`config.mk`:
```
export PLATFORM = sky130hd
export DESIGN_NAME = tdfa_demapper
export DESIGN_NICKNAME = d
export VERILOG_FILES = /design/src/verilog/tdfa_pkg.sv /design/src/verilog/tdfa_bit_store.sv /design/src/verilog/tdfa_demapper.sv
export SDC_FILE = /design/constraint.sdc
export NUM_CORES = 1
export LEC_CHECK = 0
export BUFFER_PORTS_ARGS = -buffer_cell sky130_fd_sc_hd__buf_2
export CAP_MARGIN = 20
export CORE_MARGIN = 2
export CORE_UTILIZATION = 48
export CTS_BUF_LIST = sky130_fd_sc_hd__clkbuf_4
export DETAILED_ROUTE_END_ITERATION = 12
export PLACE_DENSITY = 0.71
export SETUP_SLACK_MARGIN = 0.3
export SLEW_MARGIN = 20
export SYNTH_ARGS = -nofsm -noshare
export SYNTH_HDL_FRONTEND = slang
export SYNTH_SLANG_ARGS = --single-unit
```
`constraint.sdc`:
```
create_clock -name ref_clk_in -period 23.9 [get_ports ref_clk_in]
set_clock_uncertainty 0.2 [all_clocks]
set_input_delay 1.195 -clock ref_clk_in [delete_from_list [all_inputs] [get_ports ref_clk_in]]
set_output_delay 1.195 -clock ref_clk_in [all_outputs]
set_load 0.1 [all_outputs]
```
`src/verilog/tdfa_pkg.sv`:
```
package tdfa_pkg;

  // ****************************************************************
  // multiplex frame layout (34 368 kbit/s side)
  // ****************************************************************
  localparam int          MUX_SLOTS        = 4;
  localparam int          MUX_SETS         = 4;
  localparam logic [8:0]  MUX_SET_LAST     = 9'h17f;  // 384 bits per set
  localparam logic [8:0]  MUX_OVH_BITS     = 9'h00c;  // set 1 overhead
  localparam logic [8:0]  MUX_CBIT_END     = 9'h004;  // sets 2..4 control bits
  localparam logic [8:0]  MUX_JBIT_END     = 9'h008;  // set 4 opportunity bits
  localparam logic [1:0]  MUX_SET_FIRST    = 2'h0;
  localparam logic [1:0]  MUX_SET_JUST     = 2'h3;
  localparam logic [1:0]  CBIT_MAJORITY    = 2'h2;

  // ****************************************************************
  // tributary frame layout (8 448 kbit/s side)
  // ****************************************************************
  localparam logic [9:0]  TRIB_FRAME_LAST  = 10'h34f;  // 848 bits per frame
  localparam int          FAW_LEN          = 10;
  localparam logic [9:0]  FAW_PATTERN      = 10'h3d0;  // 1111010000
  localparam logic [9:0]  FAW_LAST_POS     = 10'h009;
  localparam logic [9:0]  RDI_POS          = 10'h00a;
  localparam logic [9:0]  NU_POS           = 10'h00b;
  localparam logic [2:0]  LOSS_MISSES      = 3'h4;
  localparam logic [1:0]  ALIGN_HITS       = 2'h3;

  // ****************************************************************
  // all-ones detection
  // ****************************************************************
  localparam logic [2:0]  AIS_RUNS         = 3'h4;
  localparam logic [9:0]  AIS_INTV_LAST    = 10'h34f;  // 848 bits
  localparam logic [2:0]  AIS_ZEROS        = 3'h5;

  // ****************************************************************
  // read clock synthesis
  // ****************************************************************
  localparam longint      REF_CLK_HZ       = 64'h17d7840;  // 25 MHz
  localparam longint      TRIB_RATE_HZ     = 64'h80e800;   // 8 448 kHz
  localparam int          NCO_BITS         = 24;
  localparam longint      NCO_INC_NOM_L    = (TRIB_RATE_HZ * (64'h1 << NCO_BITS)) / REF_CLK_HZ;
  localparam logic [27:0] NCO_INC_NOM      = NCO_INC_NOM_L[27:0];

  typedef enum logic [1:0] {
    TDFA_HUNT,
    TDFA_CONFIRM,
    TDFA_SYNC
  } tdfa_align_e;

endpackage : tdfa_pkg

```
`src/verilog/tdfa_bit_store.sv`:
```
`timescale 1ns/10ps

module tdfa_bit_store #(
  parameter int WIDTH     = 1,
  parameter int ADDR_BITS = 6
) (
  // clock
  input  wire logic                 ref_clk_in,
  // write port
  input  wire logic                 wr_en_in,
  input  wire logic [ADDR_BITS-1:0] wr_addr_in,
  input  wire logic [WIDTH-1:0]     wr_data_in,
  // read port
  input  wire logic                 rd_en_in,
  input  wire logic [ADDR_BITS-1:0] rd_addr_in,
  output logic      [WIDTH-1:0]     rd_data_out
);

  logic [WIDTH-1:0] mem_r [0:(1<<ADDR_BITS)-1];

  always_ff @(posedge ref_clk_in) begin
    if (wr_en_in) begin
      mem_r[wr_addr_in] <= wr_data_in;
    end
    if (rd_en_in) begin
      rd_data_out <= mem_r[rd_addr_in];
    end
  end

endmodule : tdfa_bit_store

```
`src/verilog/tdfa_demapper.sv`:
```
`timescale 1ns/10ps
// How it works
// vote the three control bits; majority one discards the opportunity bit
// write recovered bits gapped, read them on an evenly spaced synthesized clock
// store depth absorbs tolerance and jitter without bit errors
// fill-driven rate loop recovers from frequency steps in bounded time
// module parameter picks one of four interleaved tributary slots
// inactive function sends all-ones and silences reports
// aligned: four consecutive wrong words at expected place lose alignment
// unaligned: three consecutive words at one position regain alignment
// candidate dropped if word missing in either of next two frames
// frame loss defect sets on four misses, clears on three hits
// all-ones defect: four 848-bit intervals with fewer than five zeros
// either defect raises server fail and forces all-ones output at once
// all-ones report needs defect, no trail fail, and report enable
// frame loss report needs frame loss defect without all-ones defect
// frame start marker pulses with first bit of each recovered frame
// frame is 848 bits, first twelve are word, remote defect, national
// national-use bit passes through uninterpreted
// expected alignment word is 1111010000
// read rate follows store fill through a phase accumulator
module tdfa_demapper
  import tdfa_pkg::*;
#(
  parameter int          TRIB_SLOT  = 1,
  parameter int          ADDR_BITS  = 6,
  parameter logic [27:0] NCO_GAIN   = NCO_INC_NOM >> ADDR_BITS
) (
  // clock and reset
  input  wire logic ref_clk_in,
  input  wire logic reset_n_in,
  // multiplex side
  input  wire logic mux_clk_in,
  input  wire logic mux_data_in,
  input  wire logic mux_frame_start_in,
  input  wire logic incoming_trail_fail_in,
  // management
  input  wire logic function_active_in,
  input  wire logic all_ones_report_enable_in,
  output logic      frame_loss_report_out,
  output logic      all_ones_report_out,
  // tributary side
  output logic      tributary_clk_out,
  output logic      tributary_data_out,
  output logic      tributary_frame_start_out,
  output logic      server_signal_fail_out,
  output logic      remote_defect_bit_out,
  output logic      national_use_bit_out
);

  localparam logic [1:0]         SLOT_IDX   = 2'(TRIB_SLOT - 1);
  localparam logic [ADDR_BITS:0] STORE_FULL = (ADDR_BITS+1)'(1 << ADDR_BITS);
  localparam logic [ADDR_BITS:0] STORE_MID  = (ADDR_BITS+1)'(1 << (ADDR_BITS-1));

  // ****************************************************************
  // pin synchronisers
  // ****************************************************************
  logic [2:0] mclk_sync_r;
  logic [1:0] mdat_sync_r;
  logic [1:0] mfs_sync_r;

  always_ff @(posedge ref_clk_in or negedge reset_n_in) begin
    if (!reset_n_in) begin
      mclk_sync_r <= 3'h0;
      mdat_sync_r <= 2'h0;
      mfs_sync_r  <= 2'h0;
    end else begin
      mclk_sync_r <= {mclk_sync_r[1:0], mux_clk_in};
      mdat_sync_r <= {mdat_sync_r[0], mux_data_in};
      mfs_sync_r  <= {mfs_sync_r[0], mux_frame_start_in};
    end
  end

  wire mux_edge = mclk_sync_r[1] & ~mclk_sync_r[2];
  wire mux_bit  = mdat_sync_r[1];
  wire mux_fs   = mfs_sync_r[1];

  // ****************************************************************
  // multiplex position and slot extraction
  // ****************************************************************
  logic [1:0] set_r;
  logic [8:0] off_r;
  logic [1:0] cbit_ones_r;

  wire [1:0] bit_set   = mux_fs ? MUX_SET_FIRST : set_r;
  wire [8:0] bit_off   = mux_fs ? 9'h000 : off_r;
  // slots are bit interleaved and every field length is a multiple of four
  wire       is_mine   = (bit_off[1:0] == SLOT_IDX);
  wire       is_ovh    = (bit_set == MUX_SET_FIRST) && (bit_off < MUX_OVH_BITS);
  wire       is_cbit   = (bit_set != MUX_SET_FIRST) && (bit_off < MUX_CBIT_END);
  wire       is_jbit   = (bit_set == MUX_SET_JUST) && !is_cbit && (bit_off < MUX_JBIT_END);
  wire       j_stuffed = (cbit_ones_r >= CBIT_MAJORITY);
  wire       take_bit  = mux_edge && is_mine && !is_ovh && !is_cbit
                         && !(is_jbit && j_stuffed);
  wire       set_wrap  = (bit_off == MUX_SET_LAST);
  wire       frm_first = (bit_set == MUX_SET_FIRST) && (bit_off == 9'h000);

  always_ff @(posedge ref_clk_in or negedge reset_n_in) begin
    if (!reset_n_in) begin
      set_r       <= 2'h0;
      off_r       <= 9'h000;
      cbit_ones_r <= 2'h0;
    end else if (mux_edge) begin
      off_r <= set_wrap ? 9'h000 : bit_off + 9'h001;
      set_r <= set_wrap ? bit_set + 2'h1 : bit_set;
      if (frm_first) begin
        cbit_ones_r <= 2'h0;
      end else if (is_cbit && is_mine && mux_bit) begin
        cbit_ones_r <= cbit_ones_r + 2'h1;
      end
    end
  end

  // ****************************************************************
  // elastic store and fill-driven read clock
  // ****************************************************************
  logic [ADDR_BITS:0]  wr_ptr_r;
  logic [ADDR_BITS:0]  rd_ptr_r;
  logic [NCO_BITS:0]   nco_acc_r;
  logic                rd_vld_r;
  logic                store_bit;

  wire [ADDR_BITS:0] fill       = wr_ptr_r - rd_ptr_r;
  wire               store_full = (fill == STORE_FULL);
  wire               store_emp  = (fill == '0);
  // writes are dropped when full rather than corrupting unread bits
  wire               wr_go      = take_bit && !store_full;
  wire signed [29:0] fill_err   = 30'(signed'({1'b0, fill})) - 30'(signed'({1'b0, STORE_MID}));
  wire signed [29:0] inc_raw    = 30'(signed'({2'b00, NCO_INC_NOM}))
                                  + 30'(fill_err * signed'({2'b00, NCO_GAIN}));
  wire [NCO_BITS-1:0] nco_inc   = inc_raw[29] ? '0 : inc_raw[NCO_BITS-1:0];
  wire [NCO_BITS:0]  nco_sum    = {1'b0, nco_acc_r[NCO_BITS-1:0]} + {1'b0, nco_inc};
  // a carry is one evenly spaced read tick; an empty store skips it
  wire               rd_go      = nco_sum[NCO_BITS] && !store_emp;

  always_ff @(posedge ref_clk_in or negedge reset_n_in) begin
    if (!reset_n_in) begin
      wr_ptr_r  <= '0;
      rd_ptr_r  <= '0;
      nco_acc_r <= '0;
      rd_vld_r  <= 1'b0;
    end else begin
      nco_acc_r <= nco_sum;
      rd_vld_r  <= rd_go;
      if (wr_go) begin
        wr_ptr_r <= wr_ptr_r + 1'b1;
      end
      if (rd_go) begin
        rd_ptr_r <= rd_ptr_r + 1'b1;
      end
    end
  end

  tdfa_bit_store #(
    .WIDTH     (1),
    .ADDR_BITS (ADDR_BITS)
  ) u_store (
    .ref_clk_in  (ref_clk_in),
    .wr_en_in    (wr_go),
    .wr_addr_in  (wr_ptr_r[ADDR_BITS-1:0]),
    .wr_data_in  (mux_bit),
    .rd_en_in    (rd_go),
    .rd_addr_in  (rd_ptr_r[ADDR_BITS-1:0]),
    .rd_data_out (store_bit)
  );

  // ****************************************************************
  // frame alignment
  // ****************************************************************
  tdfa_align_e        state_r;
  logic [FAW_LEN-1:0] shift_r;
  logic [9:0]         pos_r;
  logic [1:0]         hits_r;
  logic [2:0]         miss_r;
  logic               lof_r;

  // the output runs one word behind, so the word check lands on bit 0
  wire [FAW_LEN-1:0] shift_nxt = {shift_r[FAW_LEN-2:0], store_bit};
  wire               faw_hit   = (shift_nxt == FAW_PATTERN);
  wire [9:0]         tpos      = (pos_r == TRIB_FRAME_LAST) ? 10'h000 : pos_r + 10'h001;
  wire               at_check  = (tpos == FAW_LAST_POS);
  wire               oldest    = shift_nxt[FAW_LEN-1];

  always_ff @(posedge ref_clk_in or negedge reset_n_in) begin
    if (!reset_n_in) begin
      state_r <= TDFA_HUNT;
      shift_r <= '0;
      pos_r   <= 10'h000;
      hits_r  <= 2'h0;
      miss_r  <= 3'h0;
      lof_r   <= 1'b1;
    end else if (rd_vld_r) begin
      shift_r <= shift_nxt;
      pos_r   <= tpos;
      case (state_r)
        TDFA_HUNT: begin
          if (faw_hit) begin
            state_r <= TDFA_CONFIRM;
            pos_r   <= FAW_LAST_POS;
            hits_r  <= 2'h1;
          end
        end
        TDFA_CONFIRM: begin
          if (at_check && !faw_hit) begin
            state_r <= TDFA_HUNT;
          end else if (at_check && (hits_r + 2'h1 == ALIGN_HITS)) begin
            state_r <= TDFA_SYNC;
            miss_r  <= 3'h0;
            lof_r   <= 1'b0;
          end else if (at_check) begin
            hits_r  <= hits_r + 2'h1;
          end
        end
        TDFA_SYNC: begin
          if (at_check && faw_hit) begin
            miss_r <= 3'h0;
          end else if (at_check && (miss_r + 3'h1 == LOSS_MISSES)) begin
            state_r <= TDFA_HUNT;
            lof_r   <= 1'b1;
          end else if (at_check) begin
            miss_r <= miss_r + 3'h1;
          end
        end
        default: begin
          state_r <= TDFA_HUNT;
        end
      endcase
    end
  end

  // ****************************************************************
  // all-ones detection over fixed intervals
  // ****************************************************************
  logic [9:0] intv_r;
  logic [2:0] zeros_r;
  logic [2:0] few_run_r;
  logic [2:0] many_run_r;
  logic       ais_r;

  wire [2:0] zeros_now = (!store_bit && zeros_r != AIS_ZEROS) ? zeros_r + 3'h1 : zeros_r;
  wire       intv_end  = (intv_r == AIS_INTV_LAST);
  wire       few_zeros = (zeros_now < AIS_ZEROS);

  always_ff @(posedge ref_clk_in or negedge reset_n_in) begin
    if (!reset_n_in) begin
      intv_r     <= 10'h000;
      zeros_r    <= 3'h0;
      few_run_r  <= 3'h0;
      many_run_r <= 3'h0;
      ais_r      <= 1'b0;
    end else if (rd_vld_r) begin
      intv_r  <= intv_end ? 10'h000 : intv_r + 10'h001;
      zeros_r <= intv_end ? 3'h0 : zeros_now;
      if (intv_end && few_zeros) begin
        many_run_r <= 3'h0;
        few_run_r  <= (few_run_r == AIS_RUNS) ? few_run_r : few_run_r + 3'h1;
        if (few_run_r + 3'h1 >= AIS_RUNS) begin
          ais_r <= 1'b1;
        end
      end else if (intv_end) begin
        few_run_r  <= 3'h0;
        many_run_r <= (many_run_r == AIS_RUNS) ? many_run_r : many_run_r + 3'h1;
        if (many_run_r + 3'h1 >= AIS_RUNS) begin
          ais_r <= 1'b0;
        end
      end
    end
  end

  // ****************************************************************
  // consequent actions, reports and tributary outputs
  // ****************************************************************
  wire server_fail_action      = function_active_in && (ais_r || lof_r);
  wire insert_all_ones_action  = !function_active_in || server_fail_action;
  wire all_ones_report_nxt     = function_active_in && ais_r && !incoming_trail_fail_in
                                 && all_ones_report_enable_in;
  wire frame_loss_report_nxt   = function_active_in && lof_r && !ais_r;
  wire frame_start_nxt         = at_check && (state_r == TDFA_SYNC);

  always_ff @(posedge ref_clk_in or negedge reset_n_in) begin
    if (!reset_n_in) begin
      tributary_clk_out         <= 1'b0;
      tributary_data_out        <= 1'b1;
      tributary_frame_start_out <= 1'b0;
      server_signal_fail_out    <= 1'b0;
      frame_loss_report_out     <= 1'b0;
      all_ones_report_out       <= 1'b0;
      remote_defect_bit_out     <= 1'b0;
      national_use_bit_out      <= 1'b0;
    end else begin
      tributary_clk_out      <= rd_vld_r;
      server_signal_fail_out <= server_fail_action;
      frame_loss_report_out  <= frame_loss_report_nxt;
      all_ones_report_out    <= all_ones_report_nxt;
      // all-ones takes over at once; strobes may be far apart while the store is empty
      if (rd_vld_r || insert_all_ones_action) begin
        tributary_data_out <= insert_all_ones_action ? 1'b1 : oldest;
      end
      if (rd_vld_r) begin
        tributary_frame_start_out <= frame_start_nxt;
        if (tpos == RDI_POS) begin
          remote_defect_bit_out <= store_bit;
        end
        if (tpos == NU_POS) begin
          national_use_bit_out  <= store_bit;
        end
      end else begin
        tributary_frame_start_out <= 1'b0;
      end
    end
  end

endmodule : tdfa_demapper

```
# ---- Word-level counts from Yosys, hierarchy flattened
# Memory sizes are Yosys's and may differ from the RTL's. A register that Yosys moved wholly into a read port is not among the register bits.
# Index checks and enable logic that the tools add are counted.
dict set report word_totals {
  ff_bits 114
  mem_bits_rw 64
  input_bits 8
  out_inout_bits 8
  wordCells 194
  mem_count 1
}
# name words word_bits read_ports rd_clocked_by_memory_dff write_ports line
set memory_table {}
lappend memory_table {u_store.mem_r 64 1 1 1 1 tdfa_bit_store.sv:19} ;# logic [WIDTH-1:0] mem_r [0:(1<<ADDR_BITS)-1];
dict set report op_classes {
  n_addsub 16
  mul 1
  magnitude_cmp 7
  eq_ne 29
  n_mux 48
  bitwise_logic 2
  reduce_logical 61
}
# cell count
set ops {}
lappend ops {{$mux 10} 4}
lappend ops {{$mux 3} 13}
lappend ops {{$eq 10x10->1 const B} 3}
lappend ops {{$eq 10x4->1 const B} 3}
lappend ops {{$add 24x26->27 const A} 1}
lappend ops {{$logic_and 1x1->1} 27}
lappend ops {{$mul 8x18->26 const B} 1}
lappend ops {{$add 24x24->25} 1}
lappend ops {{$mux 2} 12}
lappend ops {{$mux 24} 1}
lappend ops {{$add 10x1->10 const B} 2}
lappend ops {{$lt 9x4->1 const B} 2}
lappend ops {{$mux 9} 2}
lappend ops {{$ne 2x2->1 const B} 9}
lappend ops {{$reduce_and 6->1} 3}
lappend ops {{$add 7x1->7 const B} 2}
lappend ops {{$add 3x1->3 const B} 4}
lappend ops {{$mux 1} 12}
lappend ops {{$ne 3x3->1 const B} 4}
lappend ops {{$reduce_bool 2->1} 6}
lappend ops {{$logic_not 1->1} 10}
lappend ops {{$add 9x1->9 const B} 1}
lappend ops {{$eq 3x3->1 const B} 3}
lappend ops {{$eq 9x9->1 const B} 1}
lappend ops {{25 further kinds} 37}

# ---- Longest topological paths before layout
dict set report logic_depth {
  depth_word 12
  depth_mapped 38
  depth_no_buf 35
}

# ---- Hierarchy
# From an unflattened synthesis, not the netlist that was laid out.
dict set report unflattened {
  cells_unflattened 1161
  area_unflattened_um2 11995.3
}
# module n_inst cells_each area_per_inst_um2
set by_module_without_submodules {}
lappend by_module_without_submodules {tdfa_demapper 1 957 9071.2}
lappend by_module_without_submodules {tdfa_bit_store 1 204 2924.1}

# ---- Least setup slack after synthesis
# Ideal clock, no wire load.
dict set report synth_path {
  path_kind {reg2reg}
  startpoint {reg rd_ptr_r[1]}
  endpoint {reg rd_ptr_r[5]}
  setup_time_ps 81
  arrival_time_ps 8832
  path_slack_ps 14787
  stages_incl_launch_ff 39
  path_cell_list {dfrtp_1 clkbuf_1 buf_1 inv_1 fa_1 a211oi_1 o21bai_1 a21oi_1 xnor2_1 inv_1 clkbuf_1 ha_1 inv_1 xnor2_1 ha_1 a21o_1 ha_1 fa_1 (+3 left out) o211a_2 a21o_1 a221o_1 a41oi_2 xnor2_1 clkbuf_1 nor2_1 ha_1 fa_1 a211oi_1 o211ai_1 a221oi_1 a21o_1 a21oi_1 a21bo_2 buf_2 nand4_1 xnor2_1}
}
dict set report synth_between {
  elab_chain_cells 7
  elab_cells_between_ends 10
}
# item line
set synth_lines {}
lappend synth_lines {{from (decl)} tdfa_demapper.sv:118} ;# logic [ADDR_BITS:0] rd_ptr_r;
lappend synth_lines {{from (signal assigned)} tdfa_demapper.sv:149} ;# rd_ptr_r <= rd_ptr_r + 1'b1;
lappend synth_lines {{$sub 7x7->7 *} tdfa_demapper.sv:123} ;# wire [ADDR_BITS:0] fill = wr_ptr_r - rd_ptr_r;
lappend synth_lines {{$sub 7x6->8} tdfa_demapper.sv:128} ;# wire signed [29:0] fill_err = 30'(signed'({1'b0, fill})) - 30'(signed'({1'b0, STORE_MID}));
lappend synth_lines {{$mul 8x18->26} tdfa_demapper.sv:130} ;# + 30'(fill_err * signed'({2'b00, NCO_GAIN}));
lappend synth_lines {{$add 24x26->27} tdfa_demapper.sv:130}
lappend synth_lines {{$mux 24} tdfa_demapper.sv:131} ;# wire [NCO_BITS-1:0] nco_inc = inc_raw[29] ? '0 : inc_raw[NCO_BITS-1:0];
lappend synth_lines {{$add 24x24->25} tdfa_demapper.sv:132} ;# wire [NCO_BITS:0] nco_sum = {1'b0, nco_acc_r[NCO_BITS-1:0]} + {1'b0, nco_inc};
lappend synth_lines {{$logic_and 1x1->1 *} tdfa_demapper.sv:134} ;# wire rd_go = nco_sum[NCO_BITS] && !store_emp;
lappend synth_lines {{via rd_go} tdfa_demapper.sv:134}
# Mark *: on every way through the listed nets, which the timed path passes. The rest lies on a longest branch.
# A chain may end at the register's enable or synchronous reset.

# ---- Worst setup path in the final report
dict set report layout_path {
  startpoint {reg rd_ptr_r[1]}
  endpoint {reg nco_acc_r[20]}
}
dict set report layout_between {
  elab_chain_cells 6
}
# item line
set layout_lines {}
lappend layout_lines {{$sub 7x7->7} tdfa_demapper.sv:123}
lappend layout_lines {{$sub 7x6->8} tdfa_demapper.sv:128}
lappend layout_lines {{$mul 8x18->26} tdfa_demapper.sv:130}
lappend layout_lines {{$add 24x26->27} tdfa_demapper.sv:130}
lappend layout_lines {{$mux 24} tdfa_demapper.sv:131}
lappend layout_lines {{$add 24x24->25} tdfa_demapper.sv:132}
lappend layout_lines {{via nco_sum[20]} tdfa_demapper.sv:132}
lappend layout_lines {{to (signal assigned)} tdfa_demapper.sv:143} ;# nco_acc_r <= nco_sum;
lappend layout_lines {{to (decl)} tdfa_demapper.sv:119} ;# logic [NCO_BITS:0] nco_acc_r;
# The timed path passes the listed nets, and every way through them passes these cells.

==> results_dict.tcl <==
set metrics [dict create \
    synth_most_common_cell "nor2_1" \
    cts_root_buf "clkbuf_4" \
    rows 57 \
    stdcell_count 1499 \
    grt_pass1_vias 8165 \
    critPathRequiredTime_ns 24.23 \
    drt-total-wl_um 22800 \
    syn2layout_area_growth_pct 5.72 \
    dp_hpwl_um 16400 \
    rsz0062_at_grt "no" \
    synth_cell_types 73 \
    dr_total_vias 8359 \
    cts-resized-gates 0 \
    period_share_pct 40.2 \
    fmax_ghz 0.104 \
    core_um2 24400 \
    synthCells 1160 \
    fp.dieW_um 162 \
    diodes 0 \
    slew_viol_final 0 \
    die_h_um 162 \
    hold_viol_final 0 \
    synth_top_area_cell "dfrtp_1" \
    dr.pass1.iters 5 \
    synthesis.area_um2 11900 \
    gp_congestion 0.806 \
    grt_first_pass_wirelength_um 39600 \
    fin_util_pct 51.7 \
    vias_per_cell 5.58 \
    setup_violations 0 \
    ys_seq_area_share_pct 40.3 \
    status "completed" \
    async_reset_ff_share_pct 63.7 \
    start_util_pct 48.9 \
    worst_pin_slew_ns 0.941 \
    overflow 0 \
    nNetsFinal 1332 \
    worstPathArrival_ns 9.94 \
    synth_top_flop_cell "dfrtp_1" \
    clk_path_buf_depth 2 \
    postCtsSetupRepairBufs 0 \
    place_inst 1467 \
    max_stage_delay_ns 0.89 \
    synth_nets 1330 \
    crit_fanout 20 \
    drc_errors 0 \
    cts_inserted_buffers 17 \
    worstHoldPathType "flip-flop to flip-flop" \
    min_period_ns 9.61 \
    drtIter0Drc 747 \
    design.die.area_um2 26100 \
    synth.cells.most_frequent "nor2_1, ha_1, dfrtp_1, nand2_1" \
    cts.sinks 179 \
    nFillCells 2189 \
    grt_usage_pct 18.6 \
    crit_path_end_kind "flip-flop" \
    drive_above_1_share_pct 9.11 \
    synth_seq_cells 179 \
    htreeDepth 4 \
    tns_ns 0 \
    syn_area_per_cell_um2 10.3 \
    cp_common_cell "ha_1" \
    startpoint_type "flip-flop" \
    slowest_stage "dfrtp_1" \
    path_clk_slew_ns 0.16 \
    maxCapViolations 0 \
    yosys_warnings 0 \
    maxSlewHeadroom_pct 36.8 \
    ctsHoldBuffers 0 \
    synth-edff-count 65 \
    grt_max_degree 70 \
    synth.top_cell.area_share_pct 23.5 \
    boundaryPins 16 \
    wl_per_cell_um 15.2 \
    drtAntennaViolNets 0 \
    synthTopCellsByArea "dfrtp_1, edfxtp_1, ha_1" \
    clkLatencyLatePin_ns 0.59 \
    numPortBuffers 15 \
    antenna_found_initial 0 \
    worstSetupPathType "flip-flop to flip-flop" \
    tritoncts "done" \
]
[routing by layer]
metal	GRT usage (%)	routed length (um)	vias to the layer above
met1	26.0	11100	4006
met4	5.87	379	0
met5	0	0	-
met3	2.90	879	30
met2	30.0	10500	175
li1	-	-	4148
[registers in the layout (all words and copies together), names as in the netlist, 2 cells and up]
register / flops
u_store.mem_r: 64
nco_acc_r: 24
intv_r: 10
pos_r: 10
off_r: 9
shift_r: 9
rd_ptr_r: 7
wr_ptr_r: 7
few_run_r: 3
many_run_r: 3
mclk_sync_r: 3
miss_r: 3
zeros_r: 3
cbit_ones_r: 2
hits_r: 2
mdat_sync_r: 2
mfs_sync_r: 2
set_r: 2
state_r: 2
[worst paths after layout]
kind | startpoint | end | cells past startpoint | slack (ns)
worst max-delay path | rd_ptr_r[1] | nco_acc_r[20] | 33 | 14.29
worst min-delay path | mclk_sync_r[0] | mclk_sync_r[1] | 0 | 0.18
worst max register to register | rd_ptr_r[1] | nco_acc_r[20] | 33 | 14.29
worst min register to register | mclk_sync_r[0] | mclk_sync_r[1] | 0 | 0.18
max in group asynchronous | reset_n_in | off_r[1] | 2 | 21.78
min in group asynchronous | reset_n_in | hits_r[0] | 1 | 0.36
[critical path, delay by kind of cell, from the launching register on]
kind            cells  cell delay (ns)
compound gates     17             4.10
buf+inv             4             0.95
flops               1             0.89
fa+ha+maj           7             2.66
simple gates        1             0.08
xor+xnor            4             0.69
[cell families after synthesis]
| family | share of synthesized area (%) |
|---|---|
| buf+inv | 3.47 |
| xor+xnor | 4.63 |
| mux | 6.14 |
| flops | 40.3 |
| fa+ha+maj | 18.6 |
| compound gates | 11.8 |
| simple gates | 15.1 |
[layout by cell type, fill, tap and decap left out, types with 6 or more instances in the layout]
cell type and count:
nand3_1 34, nand2_1 86, or3_1 7, xor2_1 20, ha_1 137, a31oi_1 11, dfrtp_1 112, edfxtp_1 65
nor2_1 146, a21oi_1 59, nor3_1 21, and3_1 13, o21a_1 9, inv_1 65, a211oi_1 8, buf_4 8
mux4_2 21, clkbuf_4 17, fa_1 25, mux2i_1 9, xnor2_1 42, and2_1 6, o21ai_0 60, a21o_1 20
o21bai_1 7, nor2b_1 12, nand4_1 14, mux2_2 15, buf_2 14, o31ai_1 9, nand2b_1 15
[through the flow]
stage	hold slack (ns)	cell area [um2]	setup slack, ns
final	0.178	12600	14.29
after global routing	0.183	12600	13.59
after CTS	0.181	12600	14.36
after detailed placement	0.139	12300	14.40
after global placement	0.135	12300	14.67
after floorplan	0.131	11900	14.79
[cell type report]
cell class / count / area (um2) / area share [%]
tap: 324 / 405 / 3.22
inverter: 68 / 255 / 2.02
clock buffer: 17 / 128 / 1.01
multi-input combinational: 874 / 6710 / 53.2
clock inverter: 15 / 170 / 1.35
timing repair buffer: 22 / 130 / 1.03
sequential: 179 / 4810 / 38.1
Power is left out: the tool's default activity adds up to more than one toggle a clock period on the data nets, which glitch-free logic cannot reach.
